## src/logic/brctl_regs.svh

```systemverilog
`ifndef BRCTL_REGS_SVH
`define BRCTL_REGS_SVH
// ----------------------------------------------------------------------
// register offsets (byte addresses of config dwords)
// ----------------------------------------------------------------------
`define BRCTL_OFS_PF_LIMIT_HI 8'h2c
`define BRCTL_OFS_IO_HI       8'h30
`define BRCTL_OFS_CAP         8'h34
`define BRCTL_OFS_INTR        8'h3c
// ----------------------------------------------------------------------
// reset and fixed values
// ----------------------------------------------------------------------
`define BRCTL_RST_PF_LIMIT_HI 32'h0000_0000
`define BRCTL_RST_IO_HI       16'h0000
`define BRCTL_CAP_PTR_VAL     8'h40
`define BRCTL_RST_INT_LINE    8'h00
`define BRCTL_RST_INT_PIN     8'h00
`define BRCTL_RST_BC          32'h0000_0000
// ----------------------------------------------------------------------
// bridge control bit positions within the 3ch dword
// ----------------------------------------------------------------------
`define BRCTL_BC_POISON       16
`define BRCTL_BC_ERR_FWD      17
`define BRCTL_BC_ISA          18
`define BRCTL_BC_VGA          19
`define BRCTL_BC_VGA16        20
`define BRCTL_BC_SBR          22
`define BRCTL_BC_WR_MASK      8'h5f
// ----------------------------------------------------------------------
// address decode constants
// ----------------------------------------------------------------------
`define BRCTL_VGA_MEM_LO      64'h0000_0000_000a_0000
`define BRCTL_VGA_MEM_HI      64'h0000_0000_000b_ffff
`define BRCTL_VGA_IO_A_LO     10'h3b0
`define BRCTL_VGA_IO_A_HI     10'h3bb
`define BRCTL_VGA_IO_B_LO     10'h3c0
`define BRCTL_VGA_IO_B_HI     10'h3df
`define BRCTL_ISA_HOLE_LO     10'h100
`endif

```

## src/logic/brctl_pkg.sv

```systemverilog
`default_nettype none
package brctl_pkg;
    typedef logic [31:0] brctl_word_t;
    typedef logic [63:0] brctl_addr64_t;
    typedef logic [7:0]  brctl_ofs_t;
    typedef logic [3:0]  brctl_be_t;
endpackage
`default_nettype wire

```

## src/logic/brctl_top.sv

```systemverilog
`timescale 1ns/100ps
`default_nettype none
`include "brctl_regs.svh"
module brctl_top (
    input  wire logic                     i_clk,
    input  wire logic                     i_sys_rst,
    input  wire logic                     i_is_upstream,
    input  wire logic                     i_cfg_wr,
    input  wire logic                     i_cfg_rd,
    input  wire brctl_pkg::brctl_ofs_t    i_cfg_addr,
    input  wire brctl_pkg::brctl_be_t     i_cfg_be,
    input  wire brctl_pkg::brctl_word_t   i_cfg_wdata,
    output brctl_pkg::brctl_word_t        o_cfg_rdata,
    output logic                          o_cfg_ack,
    input  wire brctl_pkg::brctl_word_t   i_pf_base_hi,
    input  wire logic [11:0]              i_pf_base_lo,
    input  wire logic [11:0]              i_pf_limit_lo,
    input  wire logic [3:0]               i_io_base_lo,
    input  wire logic [3:0]               i_io_limit_lo,
    input  wire logic                     i_int_pin_load,
    input  wire logic [7:0]               i_int_pin_val,
    input  wire logic                     i_mem_req,
    input  wire brctl_pkg::brctl_addr64_t i_mem_addr,
    output logic                          o_mem_vld,
    output logic                          o_mem_fwd,
    input  wire logic                     i_io_req,
    input  wire brctl_pkg::brctl_word_t   i_io_addr,
    output logic                          o_io_vld,
    output logic                          o_io_fwd_down,
    output logic                          o_io_fwd_up,
    input  wire logic                     i_sec_poison,
    output logic                          o_poison_report,
    input  wire logic                     i_sec_err_msg,
    output logic                          o_err_fwd,
    output logic                          o_link_hot_reset,
    output logic                          o_port_rst_n,
    output logic                          o_dn_all_rst
);
    import brctl_pkg::*;

    // ------------------------------------------------------------------
    // register storage
    // ------------------------------------------------------------------
    brctl_word_t   pf_limit_hi_r;
    logic [15:0]   io_base_hi_r;
    logic [15:0]   io_limit_hi_r;
    logic [7:0]    int_line_r;
    logic [7:0]    int_pin_r;
    brctl_word_t   bc_r;
    brctl_word_t   rdata_nxt;
    brctl_word_t   rdata_r;
    logic          ack_r;
    logic          hit_pf;
    logic          hit_io;
    logic          hit_cap;
    logic          hit_intr;
    logic          wr_pf;
    logic          wr_io;
    logic          wr_intr;

    // ------------------------------------------------------------------
    // address decode of config requests
    // ------------------------------------------------------------------
    assign hit_pf   = (i_cfg_addr == `BRCTL_OFS_PF_LIMIT_HI);
    assign hit_io   = (i_cfg_addr == `BRCTL_OFS_IO_HI);
    assign hit_cap  = (i_cfg_addr == `BRCTL_OFS_CAP);
    assign hit_intr = (i_cfg_addr == `BRCTL_OFS_INTR);
    assign wr_pf    = i_cfg_wr && hit_pf;
    assign wr_io    = i_cfg_wr && hit_io;
    assign wr_intr  = i_cfg_wr && hit_intr;

    // prefetchable limit upper dword, byte-lane writes
    always_ff @(posedge i_clk) begin
        if (i_sys_rst) begin
            pf_limit_hi_r <= `BRCTL_RST_PF_LIMIT_HI;
        end else if (wr_pf) begin
            for (int b = 0; b < 4; b++) begin
                if (i_cfg_be[b]) begin
                    pf_limit_hi_r[b*8 +: 8] <= i_cfg_wdata[b*8 +: 8];
                end
            end
        end
    end

    // i/o base upper half in bytes 0-1
    always_ff @(posedge i_clk) begin
        if (i_sys_rst) begin
            io_base_hi_r <= `BRCTL_RST_IO_HI;
        end else if (wr_io) begin
            if (i_cfg_be[0]) begin
                io_base_hi_r[7:0] <= i_cfg_wdata[7:0];
            end
            if (i_cfg_be[1]) begin
                io_base_hi_r[15:8] <= i_cfg_wdata[15:8];
            end
        end
    end

    // i/o limit upper half in bytes 2-3
    always_ff @(posedge i_clk) begin
        if (i_sys_rst) begin
            io_limit_hi_r <= `BRCTL_RST_IO_HI;
        end else if (wr_io) begin
            if (i_cfg_be[2]) begin
                io_limit_hi_r[7:0] <= i_cfg_wdata[23:16];
            end
            if (i_cfg_be[3]) begin
                io_limit_hi_r[15:8] <= i_cfg_wdata[31:24];
            end
        end
    end

    // interrupt line, plain storage for software
    always_ff @(posedge i_clk) begin
        if (i_sys_rst) begin
            int_line_r <= `BRCTL_RST_INT_LINE;
        end else if (wr_intr && i_cfg_be[0]) begin
            int_line_r <= i_cfg_wdata[7:0];
        end
    end

    // interrupt pin, loadable only on a downstream port, never by config
    always_ff @(posedge i_clk) begin
        if (i_sys_rst) begin
            int_pin_r <= `BRCTL_RST_INT_PIN;
        end else if (i_int_pin_load && !i_is_upstream) begin
            int_pin_r <= i_int_pin_val;
        end
    end

    // bridge control, only bits 16-20 and 22 are writable
    always_ff @(posedge i_clk) begin
        if (i_sys_rst) begin
            bc_r <= `BRCTL_RST_BC;
        end else if (wr_intr && i_cfg_be[2]) begin
            bc_r <= {8'h00, i_cfg_wdata[23:16] & `BRCTL_BC_WR_MASK, 16'h0000};
        end
    end

    // ------------------------------------------------------------------
    // read path
    // ------------------------------------------------------------------
    // read mux, unmapped offsets read as zero
    always_comb begin
        rdata_nxt = 32'h0000_0000;
        case (1'b1)
            hit_pf:   rdata_nxt = pf_limit_hi_r;
            hit_io:   rdata_nxt = {io_limit_hi_r, io_base_hi_r};
            hit_cap:  rdata_nxt = {24'h00_0000, `BRCTL_CAP_PTR_VAL};
            hit_intr: rdata_nxt = {bc_r[31:16], int_pin_r, int_line_r};
            default:  rdata_nxt = 32'h0000_0000;
        endcase
    end

    // registered read data and one-cycle acknowledge
    always_ff @(posedge i_clk) begin
        if (i_sys_rst) begin
            rdata_r <= 32'h0000_0000;
            ack_r   <= 1'b0;
        end else begin
            ack_r <= i_cfg_wr || i_cfg_rd;
            if (i_cfg_rd) begin
                rdata_r <= rdata_nxt;
            end
        end
    end

    assign o_cfg_rdata = rdata_r;
    assign o_cfg_ack   = ack_r;

    // ------------------------------------------------------------------
    // forwarding decode
    // ------------------------------------------------------------------
    brctl_addr64_t pf_base;
    brctl_addr64_t pf_limit;
    brctl_word_t   io_base;
    brctl_word_t   io_limit;
    logic          mem_fwd_c;
    logic          mem_vga_c;
    logic          io_down_c;
    logic          io_up_c;

    // full window bounds from upper and lower halves
    assign pf_base  = {i_pf_base_hi, i_pf_base_lo, 20'h0_0000};
    assign pf_limit = {pf_limit_hi_r, i_pf_limit_lo, 20'hf_ffff};
    assign io_base  = {io_base_hi_r, i_io_base_lo, 12'h000};
    assign io_limit = {io_limit_hi_r, i_io_limit_lo, 12'hfff};

    brctl_mem_decode u_mem_dec (
        .i_vga_en  (bc_r[`BRCTL_BC_VGA]),
        .i_addr    (i_mem_addr),
        .i_base    (pf_base),
        .i_limit   (pf_limit),
        .o_fwd     (mem_fwd_c),
        .o_vga_hit (mem_vga_c)
    );

    brctl_io_decode u_io_dec (
        .i_isa_en   (bc_r[`BRCTL_BC_ISA]),
        .i_vga_en   (bc_r[`BRCTL_BC_VGA]),
        .i_vga16    (bc_r[`BRCTL_BC_VGA16]),
        .i_addr     (i_io_addr),
        .i_base     (io_base),
        .i_limit    (io_limit),
        .o_fwd_down (io_down_c),
        .o_fwd_up   (io_up_c)
    );

    // memory decision, one cycle after the request
    always_ff @(posedge i_clk) begin
        if (i_sys_rst) begin
            o_mem_vld <= 1'b0;
            o_mem_fwd <= 1'b0;
        end else begin
            o_mem_vld <= i_mem_req;
            o_mem_fwd <= i_mem_req && mem_fwd_c;
        end
    end

    // i/o decision, one cycle after the request
    always_ff @(posedge i_clk) begin
        if (i_sys_rst) begin
            o_io_vld      <= 1'b0;
            o_io_fwd_down <= 1'b0;
            o_io_fwd_up   <= 1'b0;
        end else begin
            o_io_vld      <= i_io_req;
            o_io_fwd_down <= i_io_req && io_down_c;
            o_io_fwd_up   <= i_io_req && io_up_c;
        end
    end

    // ------------------------------------------------------------------
    // secondary side events and resets
    // ------------------------------------------------------------------
    // poison reporting and error forwarding gates
    always_ff @(posedge i_clk) begin
        if (i_sys_rst) begin
            o_poison_report <= 1'b0;
            o_err_fwd       <= 1'b0;
        end else begin
            o_poison_report <= i_sec_poison && bc_r[`BRCTL_BC_POISON];
            o_err_fwd       <= i_sec_err_msg && bc_r[`BRCTL_BC_ERR_FWD];
        end
    end

    // secondary bus reset fan-out, held while the bit stays set
    always_ff @(posedge i_clk) begin
        if (i_sys_rst) begin
            o_link_hot_reset <= 1'b0;
            o_port_rst_n     <= 1'b1;
            o_dn_all_rst     <= 1'b0;
        end else begin
            o_link_hot_reset <= bc_r[`BRCTL_BC_SBR];
            o_port_rst_n     <= !(bc_r[`BRCTL_BC_SBR] && !i_is_upstream);
            o_dn_all_rst     <= bc_r[`BRCTL_BC_SBR] && i_is_upstream;
        end
    end
endmodule
`default_nettype wire

```

## src/logic/brctl_io_decode.sv

```systemverilog
`timescale 1ns/100ps
`default_nettype none
`include "brctl_regs.svh"
module brctl_io_decode (
    input  wire logic               i_isa_en,
    input  wire logic               i_vga_en,
    input  wire logic               i_vga16,
    input  wire brctl_pkg::brctl_word_t i_addr,
    input  wire brctl_pkg::brctl_word_t i_base,
    input  wire brctl_pkg::brctl_word_t i_limit,
    output logic                    o_fwd_down,
    output logic                    o_fwd_up
);
    import brctl_pkg::*;
    logic in_win;
    logic low64k;
    logic isa_hole;
    logic vga_rng;
    logic vga_hit;
    // inclusive window compare on the full 32-bit address
    assign in_win   = (i_addr >= i_base) && (i_addr <= i_limit);
    assign low64k   = (i_addr[31:16] == 16'h0000);
    // top 768 bytes of every 1KB block in the first 64KB go upstream
    assign isa_hole = i_isa_en && low64k && (i_addr[9:0] >= `BRCTL_ISA_HOLE_LO);
    // vga legacy i/o ranges on the low ten bits
    assign vga_rng  = ((i_addr[9:0] >= `BRCTL_VGA_IO_A_LO) && (i_addr[9:0] <= `BRCTL_VGA_IO_A_HI))
                   || ((i_addr[9:0] >= `BRCTL_VGA_IO_B_LO) && (i_addr[9:0] <= `BRCTL_VGA_IO_B_HI));
    // 16-bit decode also checks bits 15:10, 10-bit decode lets aliases through
    assign vga_hit  = i_vga_en && low64k && vga_rng
                   && (!i_vga16 || (i_addr[15:10] == 6'h00));
    assign o_fwd_down = (in_win && !isa_hole) || vga_hit;
    assign o_fwd_up   = in_win && isa_hole && !vga_hit;
endmodule
`default_nettype wire

```

## src/logic/brctl_mem_decode.sv

```systemverilog
`timescale 1ns/100ps
`default_nettype none
`include "brctl_regs.svh"
module brctl_mem_decode (
    input  wire logic                    i_vga_en,
    input  wire brctl_pkg::brctl_addr64_t i_addr,
    input  wire brctl_pkg::brctl_addr64_t i_base,
    input  wire brctl_pkg::brctl_addr64_t i_limit,
    output logic                         o_fwd,
    output logic                         o_vga_hit
);
    import brctl_pkg::*;
    logic in_win;
    // inclusive 64-bit prefetchable window compare
    assign in_win    = (i_addr >= i_base) && (i_addr <= i_limit);
    // vga frame buffer range, ignored while vga forwarding is off
    assign o_vga_hit = i_vga_en && (i_addr >= `BRCTL_VGA_MEM_LO)
                    && (i_addr <= `BRCTL_VGA_MEM_HI);
    assign o_fwd     = in_win || o_vga_hit;
endmodule
`default_nettype wire

```

## config.mk

```make
export PLATFORM = sky130hd
export DESIGN_NAME = brctl_top
export DESIGN_NICKNAME = d
export VERILOG_FILES = /design/src/logic/brctl_pkg.sv /design/src/logic/brctl_top.sv /design/src/logic/brctl_io_decode.sv /design/src/logic/brctl_mem_decode.sv
export VERILOG_INCLUDE_DIRS = /design/src /design/src/logic
export SDC_FILE = /design/constraint.sdc
export NUM_CORES = 1
export LEC_CHECK = 0
export BUFFER_PORTS_ARGS = -buffer_cell sky130_fd_sc_hd__buf_2
export CAP_MARGIN = 20
export CELL_PAD_IN_SITES_DETAIL_PLACEMENT = 1
export CELL_PAD_IN_SITES_GLOBAL_PLACEMENT = 2
export CORE_ASPECT_RATIO = 1.1
export CORE_MARGIN = 1
export CORE_UTILIZATION = 31
export DETAILED_ROUTE_END_ITERATION = 16
export PLACE_DENSITY_LB_ADDON = 0.1
export SLEW_MARGIN = 25
export SYNTH_ARGS = -nofsm -noshare
export SYNTH_HDL_FRONTEND = slang
export SYNTH_SLANG_ARGS = --single-unit
```

## constraint.sdc

```tcl
create_clock -name i_clk -period 3.6 [get_ports i_clk]
set_input_delay 0.72 -clock i_clk [delete_from_list [all_inputs] [get_ports i_clk]]
set_output_delay 0.72 -clock i_clk [all_outputs]
set_load 0.02 [all_outputs]
```

==> metrics.txt <==
largest net degree at the start of global routing=65; Root Driver=clkbuf_16; cell area after synthesis=8300 sq um; Final GP Congestion=0.820; Hold Buf Count CTS=0; Final Setup Violations=0; Worst setup SP type=input port; clk buf depth=2; Worst-path clk slew=0.06 ns; Final HPWL DP=25400 um; DR pass1 iterations=4; Die H=174 um; Slew @ Worst Pin=1.01 ns; Multi-input gate area=5100 sq um; Post-synth top flop=dfxtp_1; syn avg cell area=8.08 sq um; total track usage=22.6%; Psw=1.08 mW; PostCTS Resize Cnt=0; kind of cell adding the most delay to the critical path=compound AO/OA/AOI/OAI gates; DRT antenna net count=0; post-route setup TNS=0 ns; initial core utilization=31.7%; minimum clock period=2.79 ns; Reg area=2580 sq um; Avg Vias per Cell=5.04; Req. time, crit path=3.91 ns; Yosys top cell by area=dfxtp_1; initial drt markers=397; initial antenna violation count=2; first-pass GRT wire length=47000 um; critical-path cell list=buf_2 > inv_1 > ha_1 > nor4bb_1 > nand4_1 > o21ai_0 > o311ai_0 > a2111oi_0 > o31ai_1 > a2111oi_0; vias after detailed routing=8318; Most common cell on crit path=a2111oi_0; Clk pwr share=45.5%; outcome=finished clean; Sw Share=28.7%; worst setup path category=input port to flip-flop; Sink Count=129; Rel. slew slack=32.7%; I/O pins=265; unique cell type count in the Yosys netlist=42; Fmax achieved=0.358 GHz; total die area=27400 sq um; die width=158 um; Async SR Flop Fraction=0%; number of synthesized flops with an enable pin=0; IO buf count=264; power per cell area=354 nW/um^2; WL per Instance=18.5 um; maximum vdd drop=0.328 mV; Reg power frac=39.2%; vias in the first global route=8490; Overflow after GRT=0; Arr. time, crit path=3.10 ns; H-tree depth=4; CP Buf/Inv Count=2; Core Box Area=26200 sq um; final wirelength=30600 um; area grow syn2layout=27.6%; fillcell total=3284; CP endpoint kind=flip-flop; row count=62; synth top area cells=dfxtp_1 (31%), ha_1 (19%), mux2i_1 (6.6%), inv_1 (5.8%), nand2_1 (5.2%); postcts setup bufs=0; fraction of layout cells with a size suffix above 1=23.8%; total power=3.74 mW; clock latency on the worst-skew pair=0.43 ns; Synth Instances=1027; Final Slew Violations=0; Yosys warnings=0; CTS tree=yes; Seq/Total Area, Yosys=31.1%; Net Count, Synth=1377; leak pwr=4.98 nW; internal power=2.67 mW; RSZ-0062 raised after global routing=false; Total Nets Final=1634; Post-route DRC=0; top-area cell type share of the netlist area=31.1%; Crit Path Max Fanout=3; Yosys reg bits=129; slowest stage delay, CP=0.62 ns; clk_skew=0.0101 ns; hold crit path type=flip-flop to flip-flop; final hold viol count=0; Worst path slowest cell=a2111oi_0; power share of the combinational group=15.3%; CTS Buf Count=17; MaxCap Viol Count=0; Tcrit/Tclk final=77.5%
[cells in the mapped netlist (2+ instances only)]
library cell	number
clkbuf_1	34
nor4b_1	3
a2111oi_0	3
o31ai_1	2
nand2_1	116
a311oi_1	21
and4_1	3
nand3_1	19
inv_1	129
a211oi_1	19
ha_1	128
nand4_1	33
nor2b_1	7
dfxtp_1	129
mux2i_1	55
a21oi_1	74
o31a_1	2
nand2b_1	2
and3_1	4
nor2_1	111
or4b_1	2
a31oi_1	2
a21o_1	20
a221oi_1	2
o21ai_0	20
nor4_1	24
nor3_1	13
a22oi_1	33
and2_1	2
o211ai_1	3
[final cells by class]
type | instances | share of cell area [%]
clock inverter | 15 | 1.38
multi-input combinational | 734 | 48.2
clock buffer | 17 | 4.02
inverter | 129 | 4.57
timing repair buffer | 273 | 13.3
tap | 352 | 4.16
antenna | 2 | 0.0473
sequential | 129 | 24.4
[tightest hold or removal path, cell delays in order, from the launching register on]
cell and delay (ns):
dfxtp_1 0.32, nand2_1 0.06, nor2_1 0.03
[final timing paths]
| kind | startpoint | to | slack, ns | cells past startpoint |
|---|---|---|---|---|
| max reg2reg | pf_limit_hi_r[13]$_SDFFE_PP0P_ | o_mem_fwd$_SDFF_PP0_ | 1.18 | 8 |
| min reg2reg | bc_r[16]$_SDFFE_PP0P_ | o_poison_report$_SDFF_PP0_ | 0.45 | 2 |
| max | i_mem_addr[20] | o_mem_fwd$_SDFF_PP0_ | 0.81 | 10 |
| min | bc_r[16]$_SDFFE_PP0P_ | o_poison_report$_SDFF_PP0_ | 0.45 | 2 |
[registers in the layout, indices dropped and copies added (netlist names), 6 cells and up]
| signal | count |
|---|---|
| int_pin_r | 8 |
| o_cfg_rdata | 32 |
| io_limit_hi_r | 16 |
| int_line_r | 8 |
| bc_r | 6 |
| io_base_hi_r | 16 |
| pf_limit_hi_r | 32 |
[power by group through the flow]
| stage | logic, mW | clock network [mW] | registers (mW) |
|---|---|---|---|
| 2_1_floorplan | 0.265 | 0 | 1.52 |
| 3_3_place_gp | 0.574 | 0 | 1.50 |
| 3_5_place_dp | 0.580 | 0 | 1.50 |
| 4_1_cts | 0.584 | 1.73 | 1.47 |
| 5_1_grt | 0.653 | 1.80 | 1.47 |
| 6_report | 0.575 | 1.70 | 1.47 |
[cells by family (layout without fill, tap and decap cells)]
family | after synthesis | in the layout | share of synthesized area [%]
multiplexers | 56 | 56 | 6.77
buffers and inverters | 164 | 434 | 7.54
AND/OR/NAND/NOR | 343 | 343 | 18.9
adder cells (fa/ha/maj) | 128 | 128 | 19.3
flip-flops | 129 | 129 | 31.1
other | 0 | 2 | 0
AO/OA/AOI/OAI | 207 | 207 | 16.4
[per-layer routing]
metal	part of all wire (%)	track usage (%)
met3	5.4	4.45
met1	47	29.2
met4	1.8	6.21
met2	46	38.1
met5	0.056	0
[metrics by stage]
stage          instances  util [%]  hold WS, ns  setup slack, ns  instance area, sq um
2_1_floorplan       1027         -        0.422            0.974                  8300
3_3_place_gp        1617      38.2        0.442            0.500                 10000
3_5_place_dp        1617      38.2        0.444            0.297                 10000
4_1_cts             1649      40.4        0.456            0.735                 10600
5_1_grt             1649      40.4        0.492            0.537                 10600
6_report            1651      40.4        0.452            0.808                 10600
[placed cells by master (no fill, tap or decap), types with 4 or more instances in the layout]
master     instances
nor2_1           111
a211oi_1          19
a21oi_1           74
nand3_1           19
clkbuf_16         17
inv_6              8
nor2b_1            7
nor3_1            11
inv_1            129
dfxtp_1          129
nand4_1           33
nor4_1            24
a311oi_1          21
a21o_1            20
and3_1             4
buf_4              9
mux2i_1           55
ha_1             128
o21ai_0           20
nand2_1          116
a22oi_1           33
buf_2            263
Power figures use the tool's default switching activity.
